--- config.mk ---
export PLATFORM = sky130hd
export DESIGN_NAME = ucpm_top
export DESIGN_NICKNAME = d
export VERILOG_FILES = /design/src/core/ucpm_pkg.sv /design/src/core/ucpm_top.sv
export SDC_FILE = /design/constraint.sdc
export NUM_CORES = 1
export LEC_CHECK = 0
export BUFFER_PORTS_ARGS = -buffer_cell sky130_fd_sc_hd__buf_4
export CAP_MARGIN = 20
export CORE_ASPECT_RATIO = 0.7
export CORE_MARGIN = 8
export CORE_UTILIZATION = 62
export CTS_CLUSTER_DIAMETER = 80
export DETAILED_ROUTE_END_ITERATION = 8
export GPL_TIMING_DRIVEN = 0
export PLACE_DENSITY_LB_ADDON = 0.1
export SYNTH_ARGS = -nofsm -noshare
export SYNTH_HDL_FRONTEND = slang
export SYNTH_SLANG_ARGS = --single-unit
export TNS_END_PERCENT = 10
--- constraint.sdc ---
create_clock -name i_mclk -period 10 [get_ports i_mclk]
set_input_delay 1.5 -clock i_mclk [delete_from_list [all_inputs] [get_ports i_mclk]]
set_output_delay 1.5 -clock i_mclk [all_outputs]
set_load 0.05 [all_outputs]
--- src/core/ucpm_pkg.sv ---
// ucpm_pkg: constants, register map and types for the charge port mode controller.
// assumes a 25 MHz core clock and a 32-bit Avalon-MM register slave.
package ucpm_pkg;

  // ==========================================================
  // timing
  localparam int unsigned CLK_HZ = 25_000_000;
  localparam int unsigned DEBOUNCE_US = 10;
  localparam int unsigned DEBOUNCE_CYC = (DEBOUNCE_US * (CLK_HZ / 1_000_000) < 1) ? 1 :
                                         DEBOUNCE_US * (CLK_HZ / 1_000_000);
  localparam int unsigned DB_W = 9;

  // ==========================================================
  // register byte offsets
  localparam logic [3:0] OFS_CTRL = 4'h0;
  localparam logic [3:0] OFS_STATUS = 4'h4;
  localparam logic [3:0] OFS_IRQ_STAT = 4'h8;
  localparam logic [3:0] OFS_IRQ_MASK = 4'hC;

  // control fields
  localparam int unsigned CTRL_NTC_VARIANT_BIT = 0;
  localparam logic [31:0] CTRL_RESET = 32'h0000_0001;

  // status fields
  localparam int unsigned ST_STATE_LSB = 0;
  localparam int unsigned ST_ADV_LSB = 4;
  localparam int unsigned ST_USBM_LSB = 6;
  localparam int unsigned ST_WARN_BIT = 8;
  localparam int unsigned ST_DIE_HOT_BIT = 9;
  localparam int unsigned ST_NTC_SD_BIT = 10;
  localparam int unsigned ST_RESV_BIT = 11;

  // interrupt event bits
  localparam int unsigned EV_W = 4;
  localparam int unsigned EV_ATTACH = 0;
  localparam int unsigned EV_DETACH = 1;
  localparam int unsigned EV_WARN = 2;
  localparam int unsigned EV_TSD = 3;
  localparam logic [EV_W-1:0] IRQ_MASK_RESET = 4'h0;

  // ==========================================================
  // types
  typedef enum logic [1:0] {ADV_DEFAULT, ADV_1A5, ADV_3A0} ucpm_adv_e;
  typedef enum logic [1:0] {USBM_NONE, USBM_SDP, USBM_CDP, USBM_DCP_AUTO} ucpm_usbm_e;
  typedef enum logic [2:0] {ST_SHUTDOWN, ST_STANDBY, ST_ACTIVE, ST_DIE_TSD, ST_NTC_TSD} ucpm_state_e;

endpackage : ucpm_pkg

--- src/core/ucpm_top.sv ---
// ucpm_top: mode and protection controller of a Type-C charge port with buck regulator.
// assumes comparator and pin levels arrive as digital inputs in the core clock domain.
//
// Implementation choices: register access over Avalon-MM and the register offsets.
`timescale 1ns/1ns

// Behaviour
// die overtemperature: gate drive low and buck switching stopped.
// restart after die shutdown only once the cooled-by-hysteresis comparator reports.
// port bus stays at 0 V, buck off, until a sink is detected on CC.
// thermistor warning at 3 A advertisement lowers advertisement to 1.5 A.
// thermistor warning raises thermal warning flag, fault stays low.
// thermistor shutdown level turns buck off and gate drive low.
// during thermistor shutdown warning flag stays high, fault stays low.
// enable below threshold keeps device in shutdown, regulator off.
// input or internal supply undervoltage holds regulator off.
// enabled without sink: low-power standby, buck off, until sink pull-down appears.
// active only with enable, both supplies good and valid sink detection.
// active mode uses forced fixed-frequency switching at all loads.
// switching locks to a valid external clock on the sync input.
// mode pins 10: 1.5 A SDP; 11: 3 A CDP; 01 thermistor variant: 3 A DCP auto.
// controller never drives 00, nor 01 on the variant without thermistor.
// mode pins are monitored continuously and the mode follows them.
// all comparator and pin inputs are synchronised and debounced before use.
module ucpm_top
  import ucpm_pkg::*;
#(
  parameter int unsigned DEB_CYC = DEBOUNCE_CYC
) (
  // clock and reset
  input wire logic i_mclk,
  input wire logic i_reset,
  // comparators and pins
  input wire logic i_enable_above_th,
  input wire logic i_vin_uvlo_ok,
  input wire logic i_vcc_uvlo_ok,
  input wire logic i_cc1_sink_rd,
  input wire logic i_cc2_sink_rd,
  input wire logic i_die_over_limit,
  input wire logic i_die_cooled,
  input wire logic i_ntc_warn,
  input wire logic i_ntc_shutdown,
  input wire logic i_mode_select_hi,
  input wire logic i_mode_select_lo,
  input wire logic i_ext_sync_valid,
  // avalon-mm slave
  input wire logic [3:0] i_avs_address,
  input wire logic i_avs_read,
  input wire logic i_avs_write,
  input wire logic [31:0] i_avs_writedata,
  input wire logic [3:0] i_avs_byteenable,
  output logic [31:0] o_avs_readdata,
  output logic o_avs_waitrequest,
  // power path control
  output logic o_buck_enable,
  output logic o_forced_fixed_freq_switching,
  output logic o_sync_lock_enable,
  output logic o_ext_switch_gate_drive,
  // port advertisement and flags
  output logic [1:0] o_cc_advertisement,
  output logic [1:0] o_usb_mode,
  output logic o_thermal_warning_flag,
  output logic o_fault,
  output logic o_irq
);

  localparam int unsigned NIN = 12;

  typedef struct packed {
    logic [NIN-1:0] sync1;
    logic [NIN-1:0] sync2;
    logic [NIN-1:0] clean;
    logic [NIN-1:0][DB_W-1:0] cnt;
    ucpm_state_e state;
    ucpm_adv_e adv;
    ucpm_usbm_e usbm;
    logic resv;
    logic ntc_variant;
    logic [EV_W-1:0] irq_stat;
    logic [EV_W-1:0] irq_mask;
    logic [31:0] rdata;
    logic wait_n;
    logic buck;
    logic ffs;
    logic sync_en;
    logic gate;
    logic warn;
    logic irq;
  } ucpm_state_s;

  ucpm_state_s r;
  ucpm_state_s next_r;

  logic [NIN-1:0] raw_in;
  assign raw_in = {i_ext_sync_valid, i_mode_select_lo, i_mode_select_hi, i_ntc_shutdown,
                   i_ntc_warn, i_die_cooled, i_die_over_limit, i_cc2_sink_rd,
                   i_cc1_sink_rd, i_vcc_uvlo_ok, i_vin_uvlo_ok, i_enable_above_th};

  // debounced input aliases
  logic d_en, d_vin, d_vcc, d_cc1, d_cc2, d_dhot, d_dcool, d_nwarn, d_nsd, d_m_hi, d_m_lo, d_sync;
  assign {d_sync, d_m_lo, d_m_hi, d_nsd, d_nwarn, d_dcool, d_dhot,
          d_cc2, d_cc1, d_vcc, d_vin, d_en} = r.clean;

  // ==========================================================
  // helpers
  function automatic logic [31:0] merge_be(input logic [31:0] old, input logic [31:0] wd,
                                           input logic [3:0] be);
    logic [31:0] res;
    res = old;
    for (int b = 0; b < 4; b++) begin
      if (be[b]) begin
        res[b*8 +: 8] = wd[b*8 +: 8];
      end
    end
    return res;
  endfunction : merge_be

  logic power_ok;
  logic sink_seen;
  logic [31:0] status_word;
  logic [EV_W-1:0] events;
  logic [31:0] wmerged;
  logic access;

  always_comb begin
    next_r = r;
    power_ok = d_en && d_vin && d_vcc;
    sink_seen = d_cc1 || d_cc2;
    events = '0;
    wmerged = '0;
    access = i_avs_read || i_avs_write;

    // two-flop synchroniser then a stable-count debounce
    next_r.sync1 = raw_in;
    next_r.sync2 = r.sync1;
    for (int k = 0; k < NIN; k++) begin
      if (r.sync2[k] == r.clean[k]) begin
        next_r.cnt[k] = '0;
      end else if (r.cnt[k] >= DB_W'(DEB_CYC - 1)) begin
        next_r.cnt[k] = '0;
        next_r.clean[k] = r.sync2[k];
      end else begin
        next_r.cnt[k] = r.cnt[k] + DB_W'(1);
      end
    end

    // mode decode is live in every state; reserved codes fall back to default advertisement
    next_r.resv = 1'b0;
    unique case ({d_m_hi, d_m_lo})
      2'b10: begin
        next_r.adv = ADV_1A5;
        next_r.usbm = USBM_SDP;
      end
      2'b11: begin
        next_r.adv = ADV_3A0;
        next_r.usbm = USBM_CDP;
      end
      2'b01: begin
        if (r.ntc_variant) begin
          next_r.adv = ADV_3A0;
          next_r.usbm = USBM_DCP_AUTO;
        end else begin
          next_r.adv = ADV_DEFAULT;
          next_r.usbm = USBM_NONE;
          next_r.resv = 1'b1;
        end
      end
      2'b00: begin
        next_r.adv = ADV_DEFAULT;
        next_r.usbm = USBM_NONE;
        next_r.resv = 1'b1;
      end
    endcase
    // thermistor warning trims a 3 A advertisement only on the thermistor variant
    if (r.ntc_variant && (d_nwarn || d_nsd) && next_r.adv == ADV_3A0) begin
      next_r.adv = ADV_1A5;
    end
    next_r.warn = r.ntc_variant && (d_nwarn || d_nsd);

    // power state machine; die shutdown takes priority over everything once powered
    unique case (r.state)
      ST_SHUTDOWN: begin
        if (power_ok) begin
          next_r.state = ST_STANDBY;
        end
      end
      ST_STANDBY: begin
        if (!power_ok) begin
          next_r.state = ST_SHUTDOWN;
        end else if (d_dhot) begin
          next_r.state = ST_DIE_TSD;
        end else if (r.ntc_variant && d_nsd) begin
          next_r.state = ST_NTC_TSD;
        end else if (sink_seen && !r.resv) begin
          next_r.state = ST_ACTIVE;
          events[EV_ATTACH] = 1'b1;
        end
      end
      ST_ACTIVE: begin
        if (!power_ok) begin
          next_r.state = ST_SHUTDOWN;
          events[EV_DETACH] = 1'b1;
        end else if (d_dhot) begin
          next_r.state = ST_DIE_TSD;
          events[EV_TSD] = 1'b1;
        end else if (r.ntc_variant && d_nsd) begin
          next_r.state = ST_NTC_TSD;
          events[EV_TSD] = 1'b1;
        end else if (!sink_seen || r.resv) begin
          next_r.state = ST_STANDBY;
          events[EV_DETACH] = 1'b1;
        end
      end
      ST_DIE_TSD: begin
        // restart waits for the hysteresis comparator, not just the limit dropping
        if (!d_dhot && d_dcool) begin
          next_r.state = power_ok ? ST_STANDBY : ST_SHUTDOWN;
        end
      end
      ST_NTC_TSD: begin
        if (!power_ok) begin
          next_r.state = ST_SHUTDOWN;
        end else if (d_dhot) begin
          next_r.state = ST_DIE_TSD;
        end else if (!d_nsd) begin
          next_r.state = ST_STANDBY;
        end
      end
      // three of the eight state codes are unused; recover through shutdown
      default: begin
        next_r.state = ST_SHUTDOWN;
      end
    endcase

    // bus is cold everywhere but active mode
    next_r.buck = (next_r.state == ST_ACTIVE);
    next_r.gate = (next_r.state == ST_ACTIVE);
    next_r.ffs = (next_r.state == ST_ACTIVE);
    next_r.sync_en = (next_r.state == ST_ACTIVE) && d_sync;

    if (d_nwarn && !r.warn && r.ntc_variant) begin
      events[EV_WARN] = 1'b1;
    end

    // ======================================================
    // avalon slave: one wait cycle, answer on the second edge
    status_word = '0;
    status_word[ST_STATE_LSB +: 3] = r.state;
    status_word[ST_ADV_LSB +: 2] = r.adv;
    status_word[ST_USBM_LSB +: 2] = r.usbm;
    status_word[ST_WARN_BIT] = r.warn;
    status_word[ST_DIE_HOT_BIT] = d_dhot;
    status_word[ST_NTC_SD_BIT] = d_nsd;
    status_word[ST_RESV_BIT] = r.resv;

    next_r.wait_n = access && !r.wait_n;
    next_r.irq_stat = r.irq_stat;
    if (access && r.wait_n && i_avs_write) begin
      wmerged = merge_be(32'h0, i_avs_writedata, i_avs_byteenable);
      unique case (i_avs_address)
        OFS_CTRL: begin
          if (i_avs_byteenable[0]) begin
            next_r.ntc_variant = i_avs_writedata[CTRL_NTC_VARIANT_BIT];
          end
        end
        OFS_IRQ_STAT: next_r.irq_stat = r.irq_stat & ~wmerged[EV_W-1:0];
        OFS_IRQ_MASK: begin
          // a function result cannot be part-selected, so merge through the scratch word
          wmerged = merge_be({28'h0, r.irq_mask}, i_avs_writedata, i_avs_byteenable);
          next_r.irq_mask = wmerged[EV_W-1:0];
        end
        default: ;
      endcase
    end
    // a new event wins over a same-cycle clear
    next_r.irq_stat = next_r.irq_stat | events;
    next_r.irq = |(next_r.irq_stat & next_r.irq_mask);

    if (access && !r.wait_n && i_avs_read) begin
      unique case (i_avs_address)
        OFS_CTRL: next_r.rdata = {31'h0, r.ntc_variant};
        OFS_STATUS: next_r.rdata = status_word;
        OFS_IRQ_STAT: next_r.rdata = {28'h0, r.irq_stat};
        OFS_IRQ_MASK: next_r.rdata = {28'h0, r.irq_mask};
        default: next_r.rdata = 32'h0;
      endcase
    end
  end

  always_ff @(posedge i_mclk or posedge i_reset) begin
    if (i_reset) begin
      r <= '0;
      r.state <= ST_SHUTDOWN;
      r.adv <= ADV_DEFAULT;
      r.usbm <= USBM_NONE;
      r.ntc_variant <= CTRL_RESET[CTRL_NTC_VARIANT_BIT];
      r.irq_mask <= IRQ_MASK_RESET;
    end else begin
      r <= next_r;
    end
  end

  // outputs straight from state flops, except o_fault tied low
  assign o_avs_readdata = r.rdata;
  assign o_avs_waitrequest = !r.wait_n;
  assign o_buck_enable = r.buck;
  assign o_forced_fixed_freq_switching = r.ffs;
  assign o_sync_lock_enable = r.sync_en;
  assign o_ext_switch_gate_drive = r.gate;
  assign o_cc_advertisement = r.adv;
  assign o_usb_mode = r.usbm;
  assign o_thermal_warning_flag = r.warn;
  assign o_fault = 1'b0;
  assign o_irq = r.irq;

endmodule : ucpm_top

==> Implementation_results.wiki <==
{| class="wikitable"
! Metric !! Value
|-
| Number of instances in the synthesized netlist || around 680
|-
| Layout area overhead || 16.55%
|-
| Number of flops mapped to enable cells by yosys || 0
|-
| Most frequent cells in the layout || dfrtp_1 (177), nor2_1 (110), buf_4 (86)
|-
| Number of buffers inserted by post-CTS setup repair || 0
|-
| Pin slew with the least headroom to its limit || approximately 0.67 ns
|-
| Clock latency of the later-clocked register in the worst-skew pair || around 0.42 ns
|-
| First-pass GRT wire length || between 20,000 and 25,000 um
|-
| Maximum number of buffers from clock root to sink || 2
|-
| Warnings from Yosys || 0
|-
| Max-Slew Margin vs Limit || 55.25%
|-
| Htree depth || 4
|-
| Mux share of post-synthesis cell area || 2.630%
|-
| Total Die Area || around 0.016 sq mm
|-
| X dimension of the die || roughly 150 um
|-
| Final critical delay including setup and external delays || roughly 2.7 ns
|-
| R2R Path End || d_en
|-
| Worst-path fanout max || 2
|-
| Final HPWL from detailed placement || ~10000 um
|-
| Maxcap violations || 0
|-
| Dominant register cell in the synthesized netlist || dfrtp_1
|-
| Number of port buffers || 46
|-
| Number of global-route vias before repair || around 5,200
|-
| Die extent in y || ~110 um
|-
| Power consumption || 1.606 mW
|-
| Complex-gate fraction of the synthesized area || ~6.3%
|-
| Largest net degree at the start of global routing || ~140
|-
| Run status || finished, final reports clean
|-
| GPL Wtd Cong || roughly 0.8
|-
| Register-to-Register Setup Slack || around 8 ns
|-
| Max IR drop VDD || 0.1305 mV
|-
| Final-report max-slew violation count || 0
|-
| Startpoint types || flip-flop
|-
| Share of async-settable or async-resettable flops after synthesis || 100.0%
|-
| FP Rows || 34
|-
| Instance count along the most critical hold path || 0
|-
| Clock-pin slew of the registers on the worst-case setup and hold paths || around 0.060 ns
|-
| First DRT Iteration DRCs || a little under 300
|-
| Power density over the cells || 177.6 mW/mm^2
|-
| Clock tree from TritonCTS || built
|-
| Detailed-routed wire length on met2 || roughly 7000 um
|-
| Total grt overflow || 0
|-
| Via density || between 5 and 6
|-
| Kind of critical path || flip-flop to primary output
|-
| Post-synth cell types || 56
|-
| Hold Path Sink || r[180]
|-
| Post-synthesis cell area || between 0.007 and 0.008 sq mm
|-
| Master cell of the clock root buffer || clkbuf_16
|-
| Metal3 WL || roughly 550 um
|-
| Top routing layer used || met4
|-
| Fmax || between 300 and 400 MHz
|-
| Final core utilization || between 70% and 80%
|-
| FF+latch count, synth || 178
|-
| Number of antenna violations at the first check in global routing || 0
|-
| DRC viols || 0
|-
| Final clock skew || roughly 0.017 ns
|-
| Setup crit end kind || primary output
|-
| Share of final-layout standard cells stronger than drive strength 1 || approximately a fifth
|-
| Startpoint of the worst hold path || next_r[180]
|-
| Most common cell after layout, fill and taps aside || dfrtp_1
|-
| Cts hold-fix bufs || 0
|-
| Final ANT Viol Nets || 0
|-
| Worst hold path class || flip-flop to flip-flop
|-
| Detailed-routing wirelength on met1 || ~6400 um
|-
| Number of clock sinks || roughly 180
|-
| Post-detailed-route wirelength per cell || ~15 um
|-
| FF-to-FF path depth || 4
|-
| Seq/Total Area, Yosys || between 50% and 60%
|-
| Effective utilization at floorplan || between 60 and 70%
|-
| Via count || just under 5,000
|-
| Dominant combinational cell family by area after synthesis || simple AND/OR/NAND/NOR gates
|-
| Number of inserted diodes || 0
|-
| Period utilisation layout || a little over a quarter
|-
| Setup repair after global routing missed its margin || false
|-
| Static power due to leakage || 4.318 nW
|-
| I/O pin count || 100
|-
| NumNets Final || 855
|-
| Reg-to-reg critical path startpoint || r[56]
|-
| Length of the first detailed-routing pass in iterations || 4
|-
| Number of buffers created by CTS || 17
|-
| Fin. Hold Viols || 0
|-
| Basic-gate share of the synthesized area counting and, or, nand and nor cells || about 16%
|-
| Adder and majority gate portion of the synthesized area || between 3 and 4%
|-
| Signal arrival time at the worst endpoint || around 1.2 ns
|-
| Post-CTS Resized || 0
|-
| Floorplan core area || around 0.012 sq mm
|-
| Post-synthesis share of cell area spent on xor and xnor gates || 8.358%
|-
| Final Cell Area || about 0.009 sq mm
|-
| Final Setup Violations || 0
|-
| Syn avg cell area || between 10 and 15 sq um
|-
| Sum of routed wire length over all layers || approximately 14,000 um
|-
| Required time worst endpoint || about 8.5 ns
|-
| Instance area at placement || approximately 0.0085 sq mm
|-
| Setup TNS Final || 0 ns
|-
| Global routing usage summed across all routing layers || between 10% and 20%
|}
==> critical path, stage by stage, from the launching register on <==
cell and delay (ns):
dfrtp_1 0.41, buf_4 0.15, buf_4 0.18
==> cells in the mapped netlist (3+ instances only) <==
cell type / instances / area, sq um
a21boi_0: 3 / 22.52
a21oi_1: 19 / 95.09
a22o_1: 9 / 78.83
a31oi_1: 10 / 62.56
and2_1: 3 / 18.77
and3_1: 17 / 106.4
and4_1: 12 / 105.1
buf_2: 3 / 15.01
buf_4: 40 / 300.3
clkbuf_1: 5 / 18.77
dfrtp_1: 177 / 4429
ha_1: 24 / 300.3
inv_1: 25 / 93.84
mux2_2: 13 / 146.4
nand2_1: 19 / 71.32
nand2_2: 10 / 62.56
nand3_1: 31 / 155.2
nor2_1: 110 / 412.9
nor2b_1: 4 / 25.02
nor3_1: 4 / 20.02
o21ai_0: 7 / 35.03
o22ai_1: 3 / 18.77
or2_2: 6 / 37.54
or4_1: 9 / 67.56
xnor2_1: 35 / 306.5
xor2_1: 39 / 341.6
==> stage by stage <==
stage | hold WS [ns] | setup WS (ns) | instances
finish | 0.3478 | 7.349 | 950
global route | 0.3573 | 7.302 | 950
CTS | 0.3494 | 7.319 | 950
detailed placement | 0.3347 | 7.223 | 918
global placement | 0.3331 | 2.044 | 917
floorplan | 0.3312 | 3.671 | 709
==> cell families after synthesis <==
group / count (synthesis)
DFF: 178
and+or+nand+nor: 241
xor gates and xnor gates: 74
other: 1
AOI/OAI and AO/OA: 68
adders and majority gates: 24
muxes: 17
buffers and inverters: 74
==> layer usage <==
layer | track usage [%] | up-vias
met5 | 0 | -
met4 | 5.615 | 0
met3 | 4.852 | 4
met2 | 30.29 | 73
met1 | 24.06 | 2476
li1 | - | 2413
==> power by group <==
| part | switching, mW | leakage, nW | internal (mW) |
|---|---|---|---|
| registers | 0.0253 | 2.33 | 0.753 |
| logic | 0.114 | 1.72 | 0.0659 |
| clock network | 0.272 | 0.269 | 0.375 |
| total | 0.411 | 4.32 | 1.19 |
==> how the worst max path moves through the flow <==
stage,from,to,slack (ns),depth (start not counted)
finish,o_avs_readdata[11],o_avs_readdata[11],7.35,2
global route,r[6],o_avs_waitrequest,7.30,2
CTS,o_avs_readdata[11],o_avs_readdata[11],7.32,2
detailed placement,i_avs_address[1],o_irq,7.22,6
global placement,i_reset,r[184],2.04,2
floorplan,i_reset,d_cc1,3.67,1
==> sequential cells by signal, summed over array words and instances, names as in the netlist, 2 cells and up <==
name,count
o_usb_mode,2
o_avs_readdata,12
next_r,12
o_cc_advertisement,2
r,134
==> layout make-up <==
| class | count | area (sq um) |
|---|---|---|
| flip-flops and latches | 178 | 4456 |
| fillers | 840 | 3256 |
| multi-input cells | 457 | 2987 |
| clock buffers | 20 | 446.7 |
| repair buffers | 47 | 372.9 |
| plain buffers | 49 | 339.1 |
| well taps | 162 | 202.7 |
| clock inverters | 12 | 133.9 |
| inverters | 25 | 101.3 |
(Power assumes the default switching activity.)
